[config.mk]
export PLATFORM = sky130hd
export DESIGN_NAME = dtc_top
export DESIGN_NICKNAME = d
export VERILOG_FILES = /design/src/logic/dtc_pkg.sv /design/src/logic/dtc_top.sv /design/src/logic/dtc_capture_fifo.sv /design/src/logic/dtc_axil_slave.sv
export SDC_FILE = /design/constraint.sdc
export NUM_CORES = 1
export LEC_CHECK = 0
export BUFFER_PORTS_ARGS = -buffer_cell sky130_fd_sc_hd__buf_4
export CAP_MARGIN = 20
export CORE_ASPECT_RATIO = 0.5
export CORE_MARGIN = 8
export CORE_UTILIZATION = 50
export DETAILED_ROUTE_END_ITERATION = 12
export MAX_ROUTING_LAYER = met4
export PLACE_DENSITY_LB_ADDON = 0.1
export RECOVER_POWER = 25
export SLEW_MARGIN = 0
export SYNTH_ARGS = -nofsm -noshare
export SYNTH_HDL_FRONTEND = slang
export SYNTH_HIERARCHICAL = 1
export SYNTH_SLANG_ARGS = --single-unit
[constraint.sdc]
create_clock -name i_sys_clk -period 6.85 [get_ports i_sys_clk]
set_input_delay 1.0275 -clock i_sys_clk [delete_from_list [all_inputs] [get_ports i_sys_clk]]
set_output_delay 1.0275 -clock i_sys_clk [all_outputs]
set_load 0.05 [all_outputs]
[src/logic/dtc_pkg.sv]
// Package: register map, field positions and carrier types of the debug trigger control
package dtc_pkg;
  // ==========================================================================
  // Register offsets (byte addresses)
  localparam logic [7:0] OFS_CTRL     = 8'h00;
  localparam logic [7:0] OFS_STAT     = 8'h04;
  localparam logic [7:0] OFS_IRQ_STAT = 8'h08;
  localparam logic [7:0] OFS_IRQ_CLR  = 8'h0c;
  localparam logic [7:0] OFS_IRQ_EN   = 8'h10;
  localparam logic [7:0] OFS_BUF      = 8'h14;
  localparam logic [7:0] OFS_TRIG     = 8'h18;
  localparam logic [7:0] OFS_CMPA     = 8'h1c;
  localparam logic [7:0] OFS_CMPB     = 8'h20;
  // ==========================================================================
  // debug_control_reg fields
  localparam int CTL_EN    = 7;
  localparam int CTL_ARM   = 6;
  localparam int CTL_TAG   = 5;
  localparam int CTL_BRK   = 4;
  localparam int CTL_RWA   = 3;
  localparam int CTL_COMP_A_DIR_QUALIFY = 2;
  localparam int CTL_RWB   = 1;
  localparam int CTL_COMP_B_DIR_QUALIFY = 0;
  localparam logic [7:0] CTRL_RST = 8'h00;
  // Trigger config fields
  localparam int TRG_BEGIN = 0;
  localparam int TRG_SRC   = 1;
  // Interrupt bits
  localparam int IRQ_DONE = 0;
  localparam int IRQ_BRK  = 1;
  localparam int IRQ_W    = 2;
  // Capture buffer
  localparam int BUF_DEPTH = 8;
  localparam int BUF_W     = 16;
  localparam int BUF_AW    = 3;
  // Bus responses
  localparam logic [1:0] RESP_OKAY   = 2'h0;
  localparam logic [1:0] RESP_SLVERR = 2'h2;
  // ==========================================================================
  typedef struct packed {
    logic        valid;
    logic        rd;
    logic [15:0] addr;
  } dtc_bus_t;

  typedef struct packed {
    logic        wr;
    logic [31:0] waddr;
    logic [31:0] wdata;
    logic [3:0]  wstrb;
    logic        rd;
    logic [31:0] raddr;
  } dtc_req_t;

  function automatic logic is_mapped(input logic [31:0] a);
    logic hit;
    hit = 1'b0;
    if (a[31:8] == 24'h000000) begin
      case ({a[7:2], 2'h0})
        OFS_CTRL, OFS_STAT, OFS_IRQ_STAT, OFS_IRQ_CLR, OFS_IRQ_EN,
        OFS_BUF, OFS_TRIG, OFS_CMPA, OFS_CMPB: hit = 1'b1;
        default: hit = 1'b0;
      endcase
    end
    return hit;
  endfunction
endpackage

[src/logic/dtc_top.sv]
// Debug trigger control: control register, comparators, capture run and break requests
//
// The address map and the AXI4-Lite slave port were decided locally.
`timescale 1ns/1ps
`default_nettype none
module dtc_top (
  input  wire logic              i_sys_clk,
  input  wire logic              i_sys_rst,
  input  wire logic [31:0]       i_awaddr,
  input  wire logic              i_awvalid,
  output logic                   o_awready,
  input  wire logic [31:0]       i_wdata,
  input  wire logic [3:0]        i_wstrb,
  input  wire logic              i_wvalid,
  output logic                   o_wready,
  output logic      [1:0]        o_bresp,
  output logic                   o_bvalid,
  input  wire logic              i_bready,
  input  wire logic [31:0]       i_araddr,
  input  wire logic              i_arvalid,
  output logic                   o_arready,
  output logic      [31:0]       o_rdata,
  output logic      [1:0]        o_rresp,
  output logic                   o_rvalid,
  input  wire logic              i_rready,
  input  wire dtc_pkg::dtc_bus_t i_core_bus,
  input  wire logic              i_secure,
  output logic                   o_brk_req,
  output logic                   o_brk_tag,
  output logic                   o_irq
);
  // ==========================================================================
  // State
  typedef struct packed {
    logic [7:0]               ctrl;
    logic                     run_active_flag;
    logic                     trig_seen;
    logic                     begin_mode;
    logic                     src_or;
    logic [15:0]              cmpa;
    logic [15:0]              cmpb;
    logic [dtc_pkg::IRQ_W-1:0] irq_st;
    logic [dtc_pkg::IRQ_W-1:0] irq_en;
    logic                     irq;
    logic                     brk;
    logic                     brk_tag;
    logic                     sec1;
    logic                     sec2;
  } dtc_top_st_t;

  dtc_top_st_t       st_ff;
  dtc_top_st_t       nxt_st;
  dtc_pkg::dtc_req_t req;
  logic [31:0]       rd_data;
  logic              run;
  logic              hit_a;
  logic              hit_b;
  logic              trig;
  logic              push;
  logic              done;
  logic              f_clear;
  logic              f_pop;
  logic              f_full;
  logic              f_empty;
  logic [15:0]       f_data;
  logic [3:0]        f_count;
  logic              wr_ctrl;
  logic [7:0]        wctrl;
  logic [dtc_pkg::IRQ_W-1:0] irq_set;

  function automatic logic cmp_hit(input dtc_pkg::dtc_bus_t b, input logic [15:0] a,
                                   input logic qen, input logic dir);
    return b.valid && (b.addr == a) && (!qen || (b.rd == dir));
  endfunction

  // ==========================================================================
  // Bus slave and capture buffer
  dtc_axil_slave u_slave (
    .i_sys_clk (i_sys_clk),
    .i_sys_rst (i_sys_rst),
    .i_awaddr  (i_awaddr),
    .i_awvalid (i_awvalid),
    .o_awready (o_awready),
    .i_wdata   (i_wdata),
    .i_wstrb   (i_wstrb),
    .i_wvalid  (i_wvalid),
    .o_wready  (o_wready),
    .o_bresp   (o_bresp),
    .o_bvalid  (o_bvalid),
    .i_bready  (i_bready),
    .i_araddr  (i_araddr),
    .i_arvalid (i_arvalid),
    .o_arready (o_arready),
    .o_rdata   (o_rdata),
    .o_rresp   (o_rresp),
    .o_rvalid  (o_rvalid),
    .i_rready  (i_rready),
    .o_req     (req),
    .i_rd_data (rd_data)
  );

  dtc_capture_fifo u_fifo (
    .i_sys_clk (i_sys_clk),
    .i_sys_rst (i_sys_rst),
    .i_clear   (f_clear),
    .i_push    (push),
    .i_data    (i_core_bus.addr),
    .i_pop     (f_pop),
    .o_data    (f_data),
    .o_full    (f_full),
    .o_empty   (f_empty),
    .o_count   (f_count)
  );

  // ==========================================================================
  // Trigger and capture
  assign run   = st_ff.ctrl[dtc_pkg::CTL_EN] && st_ff.ctrl[dtc_pkg::CTL_ARM];
  assign hit_a = cmp_hit(i_core_bus, st_ff.cmpa, st_ff.ctrl[dtc_pkg::CTL_COMP_A_DIR_QUALIFY],
                         st_ff.ctrl[dtc_pkg::CTL_RWA]);
  assign hit_b = cmp_hit(i_core_bus, st_ff.cmpb, st_ff.ctrl[dtc_pkg::CTL_COMP_B_DIR_QUALIFY],
                         st_ff.ctrl[dtc_pkg::CTL_RWB]);
  assign trig  = run && (hit_a || (st_ff.src_or && hit_b));

  always_comb begin
    push = 1'b0;
    done = 1'b0;
    if (run) begin
      if (st_ff.begin_mode) begin
        push = i_core_bus.valid && (st_ff.trig_seen || trig) && !f_full;
        done = st_ff.trig_seen && f_full;
      end else begin
        push = i_core_bus.valid;
        done = trig;
      end
    end
  end

  // ==========================================================================
  // Register access
  assign wr_ctrl = req.wr && req.wstrb[0] && (req.waddr[7:0] == dtc_pkg::OFS_CTRL) &&
                   dtc_pkg::is_mapped(req.waddr);
  assign f_pop   = req.rd && dtc_pkg::is_mapped(req.raddr) &&
                   ({req.raddr[7:2], 2'h0} == dtc_pkg::OFS_BUF);

  always_comb begin
    wctrl = req.wdata[7:0];
    if (st_ff.sec2) begin
      wctrl[dtc_pkg::CTL_EN] = 1'b0;
    end
  end

  assign f_clear = wr_ctrl && wctrl[dtc_pkg::CTL_ARM];

  always_comb begin
    rd_data = 32'h0;
    if (dtc_pkg::is_mapped(req.raddr)) begin
      case ({req.raddr[7:2], 2'h0})
        dtc_pkg::OFS_CTRL:     rd_data = {24'h0, st_ff.ctrl};
        dtc_pkg::OFS_STAT:     rd_data = {24'h0, f_count, f_empty, f_full, st_ff.trig_seen, st_ff.run_active_flag};
        dtc_pkg::OFS_IRQ_STAT: rd_data = {30'h0, st_ff.irq_st};
        dtc_pkg::OFS_IRQ_EN:   rd_data = {30'h0, st_ff.irq_en};
        dtc_pkg::OFS_BUF:      rd_data = {15'h0, !f_empty, f_data};
        dtc_pkg::OFS_TRIG:     rd_data = {30'h0, st_ff.src_or, st_ff.begin_mode};
        dtc_pkg::OFS_CMPA:     rd_data = {16'h0, st_ff.cmpa};
        dtc_pkg::OFS_CMPB:     rd_data = {16'h0, st_ff.cmpb};
        default:               rd_data = 32'h0;
      endcase
    end
  end

  // ==========================================================================
  // Next state
  always_comb begin
    nxt_st      = st_ff;
    irq_set     = '0;
    nxt_st.sec1 = i_secure;
    nxt_st.sec2 = st_ff.sec1;
    nxt_st.brk  = 1'b0;
    if (run && st_ff.begin_mode && trig) begin
      nxt_st.trig_seen = 1'b1;
    end
    if (done) begin
      nxt_st.ctrl[dtc_pkg::CTL_ARM] = 1'b0;
      nxt_st.run_active_flag                   = 1'b0;
      nxt_st.trig_seen              = 1'b0;
      irq_set[dtc_pkg::IRQ_DONE]    = 1'b1;
      if (st_ff.ctrl[dtc_pkg::CTL_BRK]) begin
        nxt_st.brk                = 1'b1;
        nxt_st.brk_tag            = st_ff.ctrl[dtc_pkg::CTL_TAG];
        irq_set[dtc_pkg::IRQ_BRK] = 1'b1;
      end
    end
    if (wr_ctrl) begin
      nxt_st.ctrl = wctrl;
      if (wctrl[dtc_pkg::CTL_ARM]) begin
        nxt_st.run_active_flag      = 1'b1;
        nxt_st.trig_seen = 1'b0;
      end
      if (!wctrl[dtc_pkg::CTL_ARM] || !wctrl[dtc_pkg::CTL_EN]) begin
        nxt_st.ctrl[dtc_pkg::CTL_ARM] = 1'b0;
        nxt_st.run_active_flag                   = 1'b0;
        nxt_st.trig_seen              = 1'b0;
      end
    end
    if (req.wr && dtc_pkg::is_mapped(req.waddr) && req.wstrb[0]) begin
      case ({req.waddr[7:2], 2'h0})
        dtc_pkg::OFS_TRIG: begin
          nxt_st.begin_mode = req.wdata[dtc_pkg::TRG_BEGIN];
          nxt_st.src_or     = req.wdata[dtc_pkg::TRG_SRC];
        end
        dtc_pkg::OFS_IRQ_EN:  nxt_st.irq_en = req.wdata[dtc_pkg::IRQ_W-1:0];
        dtc_pkg::OFS_IRQ_CLR: nxt_st.irq_st = st_ff.irq_st & ~req.wdata[dtc_pkg::IRQ_W-1:0];
        default: ;
      endcase
    end
    if (req.wr && dtc_pkg::is_mapped(req.waddr)) begin
      case ({req.waddr[7:2], 2'h0})
        dtc_pkg::OFS_CMPA: nxt_st.cmpa = req.wdata[15:0];
        dtc_pkg::OFS_CMPB: nxt_st.cmpb = req.wdata[15:0];
        default: ;
      endcase
    end
    // Events set after the clear so a same-cycle event survives
    nxt_st.irq_st = nxt_st.irq_st | irq_set;
    nxt_st.irq    = |(nxt_st.irq_st & nxt_st.irq_en);
  end

  always_ff @(posedge i_sys_clk) begin
    if (i_sys_rst) begin
      st_ff      <= '0;
      st_ff.ctrl <= dtc_pkg::CTRL_RST;
    end else begin
      st_ff <= nxt_st;
    end
  end

  assign o_brk_req = st_ff.brk;
  assign o_brk_tag = st_ff.brk_tag;
  assign o_irq     = st_ff.irq;
endmodule // dtc_top
`default_nettype wire

[src/logic/dtc_capture_fifo.sv]
// Capture buffer: eight 16-bit entries, oldest entry dropped on push when full
`timescale 1ns/1ps
`default_nettype none
module dtc_capture_fifo (
  input  wire logic                       i_sys_clk,
  input  wire logic                       i_sys_rst,
  input  wire logic                       i_clear,
  input  wire logic                       i_push,
  input  wire logic [dtc_pkg::BUF_W-1:0]  i_data,
  input  wire logic                       i_pop,
  output logic      [dtc_pkg::BUF_W-1:0]  o_data,
  output logic                            o_full,
  output logic                            o_empty,
  output logic      [dtc_pkg::BUF_AW:0]   o_count
);
  typedef struct packed {
    logic [dtc_pkg::BUF_DEPTH-1:0][dtc_pkg::BUF_W-1:0] mem;
    logic [dtc_pkg::BUF_AW-1:0]                        wp;
    logic [dtc_pkg::BUF_AW-1:0]                        rp;
    logic [dtc_pkg::BUF_AW:0]                          cnt;
  } dtc_fifo_st_t;

  dtc_fifo_st_t st_ff;
  dtc_fifo_st_t nxt_st;
  logic         full;
  logic         empty;
  logic         pop_ok;

  assign full    = (st_ff.cnt == 4'(dtc_pkg::BUF_DEPTH));
  assign empty   = (st_ff.cnt == 4'h0);
  assign pop_ok  = i_pop && !empty;
  assign o_data  = st_ff.mem[st_ff.rp];
  assign o_full  = full;
  assign o_empty = empty;
  assign o_count = st_ff.cnt;

  always_comb begin
    nxt_st = st_ff;
    if (i_clear) begin
      nxt_st.wp  = '0;
      nxt_st.rp  = '0;
      nxt_st.cnt = '0;
    end else begin
      if (i_push) begin
        nxt_st.mem[st_ff.wp] = i_data;
        nxt_st.wp = st_ff.wp + 3'h1;
      end
      // A push into a full buffer overwrites the oldest entry
      if (pop_ok || (i_push && full)) begin
        nxt_st.rp = st_ff.rp + 3'h1;
      end
      if (i_push && !pop_ok && !full) begin
        nxt_st.cnt = st_ff.cnt + 4'h1;
      end else if (pop_ok && !i_push) begin
        nxt_st.cnt = st_ff.cnt - 4'h1;
      end
    end
  end

  always_ff @(posedge i_sys_clk) begin
    if (i_sys_rst) begin
      st_ff <= '0;
    end else begin
      st_ff <= nxt_st;
    end
  end
endmodule // dtc_capture_fifo
`default_nettype wire

[src/logic/dtc_axil_slave.sv]
// AXI4-Lite slave front end: turns bus transfers into one-cycle register requests
`timescale 1ns/1ps
`default_nettype none
module dtc_axil_slave (
  input  wire logic              i_sys_clk,
  input  wire logic              i_sys_rst,
  input  wire logic [31:0]       i_awaddr,
  input  wire logic              i_awvalid,
  output logic                   o_awready,
  input  wire logic [31:0]       i_wdata,
  input  wire logic [3:0]        i_wstrb,
  input  wire logic              i_wvalid,
  output logic                   o_wready,
  output logic      [1:0]        o_bresp,
  output logic                   o_bvalid,
  input  wire logic              i_bready,
  input  wire logic [31:0]       i_araddr,
  input  wire logic              i_arvalid,
  output logic                   o_arready,
  output logic      [31:0]       o_rdata,
  output logic      [1:0]        o_rresp,
  output logic                   o_rvalid,
  input  wire logic              i_rready,
  output var dtc_pkg::dtc_req_t  o_req,
  input  wire logic [31:0]       i_rd_data
);
  typedef struct packed {
    logic        awrdy;
    logic        wrdy;
    logic        awh;
    logic        wh;
    logic [31:0] aw;
    logic [31:0] wd;
    logic [3:0]  ws;
    logic        bv;
    logic [1:0]  br;
    logic        arrdy;
    logic        rv;
    logic [31:0] rd;
    logic [1:0]  rr;
  } dtc_axs_st_t;

  dtc_axs_st_t st_ff;
  dtc_axs_st_t nxt_st;
  logic        aw_take;
  logic        w_take;
  logic        ar_take;
  logic        do_wr;

  assign aw_take = i_awvalid && st_ff.awrdy;
  assign w_take  = i_wvalid && st_ff.wrdy;
  assign ar_take = i_arvalid && st_ff.arrdy;
  assign do_wr   = st_ff.awh && st_ff.wh && !st_ff.bv;

  always_comb begin
    nxt_st = st_ff;
    if (aw_take) begin
      nxt_st.awh = 1'b1;
      nxt_st.aw  = i_awaddr;
    end
    if (w_take) begin
      nxt_st.wh = 1'b1;
      nxt_st.wd = i_wdata;
      nxt_st.ws = i_wstrb;
    end
    if (st_ff.bv && i_bready) begin
      nxt_st.bv = 1'b0;
    end
    if (do_wr) begin
      nxt_st.awh = 1'b0;
      nxt_st.wh  = 1'b0;
      nxt_st.bv  = 1'b1;
      nxt_st.br  = dtc_pkg::is_mapped(st_ff.aw) ? dtc_pkg::RESP_OKAY : dtc_pkg::RESP_SLVERR;
    end
    nxt_st.awrdy = !nxt_st.awh;
    nxt_st.wrdy  = !nxt_st.wh;
    if (st_ff.rv && i_rready) begin
      nxt_st.rv = 1'b0;
    end
    if (ar_take) begin
      nxt_st.rv = 1'b1;
      nxt_st.rd = i_rd_data;
      nxt_st.rr = dtc_pkg::is_mapped(i_araddr) ? dtc_pkg::RESP_OKAY : dtc_pkg::RESP_SLVERR;
    end
    nxt_st.arrdy = !nxt_st.rv && !ar_take;
  end

  always_ff @(posedge i_sys_clk) begin
    if (i_sys_rst) begin
      st_ff <= '0;
    end else begin
      st_ff <= nxt_st;
    end
  end

  assign o_awready   = st_ff.awrdy;
  assign o_wready    = st_ff.wrdy;
  assign o_bvalid    = st_ff.bv;
  assign o_bresp     = st_ff.br;
  assign o_arready   = st_ff.arrdy;
  assign o_rvalid    = st_ff.rv;
  assign o_rdata     = st_ff.rd;
  assign o_rresp     = st_ff.rr;
  assign o_req       = '{wr: do_wr, waddr: st_ff.aw, wdata: st_ff.wd, wstrb: st_ff.ws,
                         rd: ar_take, raddr: i_araddr};
endmodule // dtc_axil_slave
`default_nettype wire

After elaboration in Yosys (flattened, before gate mapping)
Index checks and enable logic that the tools add are counted.
{ "totals": {"in_bits": 126, "wordCells": 187, "output_inout_bits": 44, "register_bits": 283} }
{ "classes": {"add_sub_neg": 4, "n_eq_ne": 21, "magnitude_cmp": 3, "n_bitwise": 6, "muxes": 42, "n_reduce_logical": 72} }
{ "op_table": {"columns": ["op", "count"], "rows": [
  ["17-bit case mux with 8 select lines", 1],
  ["128-bit bitwise mux", 1],
  ["16-bit binary-select mux with 3-bit select", 1],
  ["16-bit demux with 3-bit select", 1],
  ["6-bit by 3-bit == test with 1-bit output, second input constant", 8],
  ["24-bit logical NOT", 2],
  ["35-bit two-way mux", 1],
  ["1-bit logical AND", 34],
  ["16-bit == test", 2],
  ["16-bit two-way mux", 2],
  ["6-bit by 2-bit == test with 1-bit output, second input constant", 4],
  ["2-bit two-way mux", 10],
  ["1-bit two-way mux", 19],
  ["9-bit OR reduction", 2],
  ["17-bit two-way mux", 1],
  ["1-bit logical NOT", 13],
  ["6-bit by 1-bit == test with 1-bit output, second input constant", 2],
  ["6-bit by 4-bit == test with 1-bit output, second input constant", 2],
  ["6-bit logical NOT", 2],
  ["4-bit two-way mux", 3],
  ["2-bit AND reduction", 5],
  ["9-bit two-way mux", 1],
  ["8-bit logical NOT", 1],
  ["3-bit by 4-bit < comparator with 1-bit output, second input constant", 2],
  ["15 further kinds", 28]
]} }

Logic depth before layout (Yosys ltp)
{ "logic_depth": {"ltp_word": 15, "depth_mapped": 14, "ltp_nobuf": 12} }

Modules after synthesis
The synthesis kept the hierarchy.
{ "modules_own_cells": {"columns": ["module", "seq_area_each_um2", "cells_per_inst", "area_each_um2", "n_inst"], "rows": [
  ["dtc_capture_fifo", 2762.6, 712, 6150.9, 1],
  ["dtc_axil_slave", 2182.1, 626, 4969.8, 1],
  ["dtc_top", 1061.0, 368, 3121.7, 1]
]} }

Least setup slack after synthesis
OpenSTA, ideal clock, no wires.
{ "synth_path": {"path_type": "input -> register", "from": "input i_araddr[5]", "to": "register u_fifo.st_ff, in the netlist u_fifo/o_count[3]", "n_path_buf": 3, "setup_time_ps": 75, "t_required_ps": 6775, "arrival_time_ps": 3721, "path_slack_ps": 3055, "stages": 13, "cell_sequence": "buf_4 nor4b_1 and2_1 clkbuf_1 clkbuf_1 and3_1 o31ai_1 nand3_1 ha_1 a21oi_1 a21oi_1 a211o_1 a31oi_1"} }
{ "synth_between": {"elab_chain_len": 11} }
{ "synth_rtl": {"columns": ["element", "line", "rtl"], "rows": [
  ["start: declaration", "dtc_top.sv:19", "input wire logic [31:0] i_araddr,"],
  ["6-bit by 3-bit == test with 1-bit output (tied with other cells)", "dtc_pkg.sv:59, dtc_top.sv:143", null],
  ["9-bit OR reduction", "dtc_pkg.sv:59", "case ({a[7:2], 2'h0})"],
  ["1-bit two-way mux", "dtc_pkg.sv:59", null],
  ["1-bit two-way mux", "dtc_pkg.sv:58", "if (a[31:8] == 24'h000000) begin"],
  ["1-bit logical AND", "dtc_top.sv:142", "assign f_pop = req.rd && dtc_pkg::is_mapped(req.raddr) &&"],
  ["1-bit logical AND *", "dtc_top.sv:142", null],
  ["via f_pop", "dtc_top.sv:62", "logic f_pop;"],
  ["1-bit logical AND *", "dtc_capture_fifo.sv:31", "assign pop_ok = i_pop && !empty;"],
  ["1-bit logical NOT", "dtc_capture_fifo.sv:52", "if (i_push && !pop_ok && !full) begin"],
  ["1-bit logical AND (2 in series)", "dtc_capture_fifo.sv:52", null],
  ["4-bit two-way mux / 2-bit nonzero test (equally long branches)", null, null],
  ["end signal: assignment", "dtc_capture_fifo.sv:64", "st_ff <= nxt_st;"],
  ["end: declaration", "dtc_capture_fifo.sv:23", "dtc_fifo_st_t st_ff;"]
]} }
The timed path passes the listed nets; every way through them passes the cells marked *.
A chain may end at the register's enable or synchronous reset.

==> impl_metrics.json <==
{
  "final_nets": 1704,
  "crit_path_top_delay_cell": "inv_1",
  "die_w_um": 248,
  "grt-ovfl-total": 0,
  "cts.clk_slew.worst_paths_ns": 0.07,
  "clockBufferDepth": 3,
  "p_per_area_mw_per_mm2": 235,
  "drtAntennaViolNets": 0,
  "crit_path_start_kind": "input port",
  "fin_area_mm2": 0.0145,
  "cts_max_level": 1,
  "end_kind": "register",
  "layout_setup_ws_ns": 2.59,
  "period_share": 0.622,
  "cts_resized": 0,
  "crit_type": "input port to register",
  "dpl_cell_area_mm2": 0.0137,
  "drt_iter0_drc": 1183,
  "numCtsBuffers": 26,
  "num_vias": 11000,
  "worst_ir_drop_vdd_mv": 0.160,
  "wl_per_cell_um": 19.4,
  "gp_congestion": 0.967,
  "avgViaCountPerCell": 5.64,
  "tns_ns": 0,
  "critPathBufInv": 2,
  "die_h_um": 132,
  "crit_family": "simple AND/OR/NAND/NOR gates",
  "cp.arrival_ns": 4.74,
  "syn_area_mm2": 0.0134,
  "antenna_found_initial": 1,
  "required_ns": 7.33,
  "boundaryPins": 170,
  "cts_tree": "done",
  "hp-class": "register to register",
  "slew_viol_final": 0,
  "crit_fanout": 36,
  "cpMostUsedCell": "nand3_1",
  "hold_viol": 0,
  "nFillCells": 2440,
  "avgSynthCellArea_um2": 8.37,
  "clkLatencyLatePin_ns": 0.55,
  "die_area_mm2": 0.0327,
  "outcome": "complete, no violations",
  "setup_viol": 0,
  "routed_wl_mm": 37.8,
  "grt_first_pass_wirelength_mm": 57.9,
  "slew-limit-headroom": 0.242,
  "netlist_instances": 1606,
  "firstDrtPassIters": 8,
  "crit_path_max_incr_delay_ns": 0.82,
  "post-cts-setup-buffer-count": 0,
  "finalCriticalPeriod_ns": 4.26,
  "core.rowCount": 42,
  "drv_cap": 0,
  "synth_warnings": 6,
  "grt_setup_unrepaired": "no",
  "tightest_slew_ns": 1.13,
  "cts_root_buf": "clkbuf_16",
  "fmax_ghz": 0.235,
  "io_buffer_count": 146,
  "post-place-ws_ns": 2.28,
  "grt_max_degree": 130,
  "cts_num_sinks": 281,
  "drive_above_1_share": 0.167,
  "grt_pass1_vias": 10500,
  "area_delta_synth_final_pct": 8.14,
  "route.detailed.drc": 0,
  "post-dp-hpwl_mm": 26.0,
  "cts-hold-fix-buffers": 0,
  "p_leak_nw": 5.17,
  "crit_chain": "clkbuf_4, nand2_1, inv_1, and3_1, o31ai_1, nand3_1, ha_1, nand3_1, and2_1, a211o_1, a31oi_1",
  "skew_ns": 0.0218,
  "start_util": 0.509,
  "grt_util_all_layers": 0.227,
  "core-area_mm2": 0.0264
}
## worst paths after layout
path | from | endpoint | slack (ns) | depth (start not counted)
max reg2reg | u_slave/o_arready | u_fifo/o_count[3] | 2.86 | 10
max | i_arvalid | u_fifo/o_count[3] | 2.59 | 11
min reg2reg | u_fifo/st_ff[123] | u_fifo/st_ff[123] | 0.45 | 2
min | u_fifo/st_ff[123] | u_fifo/st_ff[123] | 0.45 | 2
## through the flow
stage               instances  hold WS [ns]  total power, mW   util
detailed placement       1894         0.430             1.95  0.517
CTS                      1941         0.455             3.44  0.550
global route             1945         0.465             3.54  0.550
floorplan                1621         0.414             1.89      -
finish                   1945         0.454             3.42  0.550
global placement         1894         0.433             1.94  0.517
## state kept, by name, summed over array words and instances (netlist names)
| signal | cells |
|---|---|
| u_fifo/o_count | 4 |
| u_slave/o_wready | 1 |
| u_slave/o_rdata | 32 |
| u_slave/o_rvalid | 1 |
| u_slave/o_bvalid | 1 |
| u_slave/o_req | 49 |
| u_slave/o_rresp | 1 |
| u_slave/o_bresp | 1 |
| nxt_st | 1 |
| o_brk_tag | 1 |
| o_brk_req | 1 |
| u_fifo/st_ff | 134 |
| st_ff | 49 |
| u_slave/st_ff | 2 |
| u_slave/o_arready | 1 |
| o_irq | 1 |
| u_slave/o_awready | 1 |
## placed cells by master (no fill, tap or decap), types with 5 or more instances in the layout
| cell | instances |
|---|---|
| nand2_1 | 452 |
| dfxtp_1 | 279 |
| a21oi_1 | 243 |
| buf_4 | 146 |
| nor2_1 | 57 |
| xor2_1 | 36 |
| mux2i_1 | 34 |
| nand3_1 | 33 |
| mux4_2 | 32 |
| clkbuf_16 | 27 |
| nor4_1 | 24 |
| conb_1 | 17 |
| a222oi_1 | 16 |
| clkbuf_1 | 16 |
| mux2_2 | 16 |
| nor2b_1 | 14 |
| nor3_1 | 9 |
| a22oi_1 | 8 |
| inv_1 | 8 |
| nand2b_1 | 8 |
| clkinv_2 | 6 |
| nand4_1 | 5 |
| and3_1 | 5 |
| nor4_4 | 5 |
| o31ai_1 | 5 |
## metal layers
| layer | track usage | vias to the layer above | wire (µm) |
|---|---|---|---|
| met4 | 0.0544 | 0 | 720 |
| met1 | 0.300 | 5238 | 16500 |
| li1 | - | 5243 | - |
| met5 | - | - | 0 |
| met3 | 0.0678 | 53 | 3880 |
| met2 | 0.336 | 438 | 16600 |
## tightest hold or removal path, cell delays in order, from the launching register on
cell	delay (ns)
dfxtp_1	0.31
nand2_1	0.05
a21oi_1	0.05
## layout make-up
cell class	count	area [µm²]	share of cell area
antenna	1	2.50	0.000172
clock buffer	36	739	0.0509
clock inverter	11	136	0.00938
inverter	9	33.8	0.00232
multi-input combinational	1094	6360	0.438
sequential	281	5630	0.387
tap	352	440	0.0303
timing repair buffer	161	1200	0.0823
## power breakdown
| part | leakage [nW] | internal [mW] | switching, mW |
|---|---|---|---|
| clock | 0.432 | 0.868 | 0.637 |
| sequential | 2.27 | 1.66 | 0.0235 |
| combinational | 2.46 | 0.0843 | 0.146 |
Note: power is estimated with default switching activity, not from simulation.
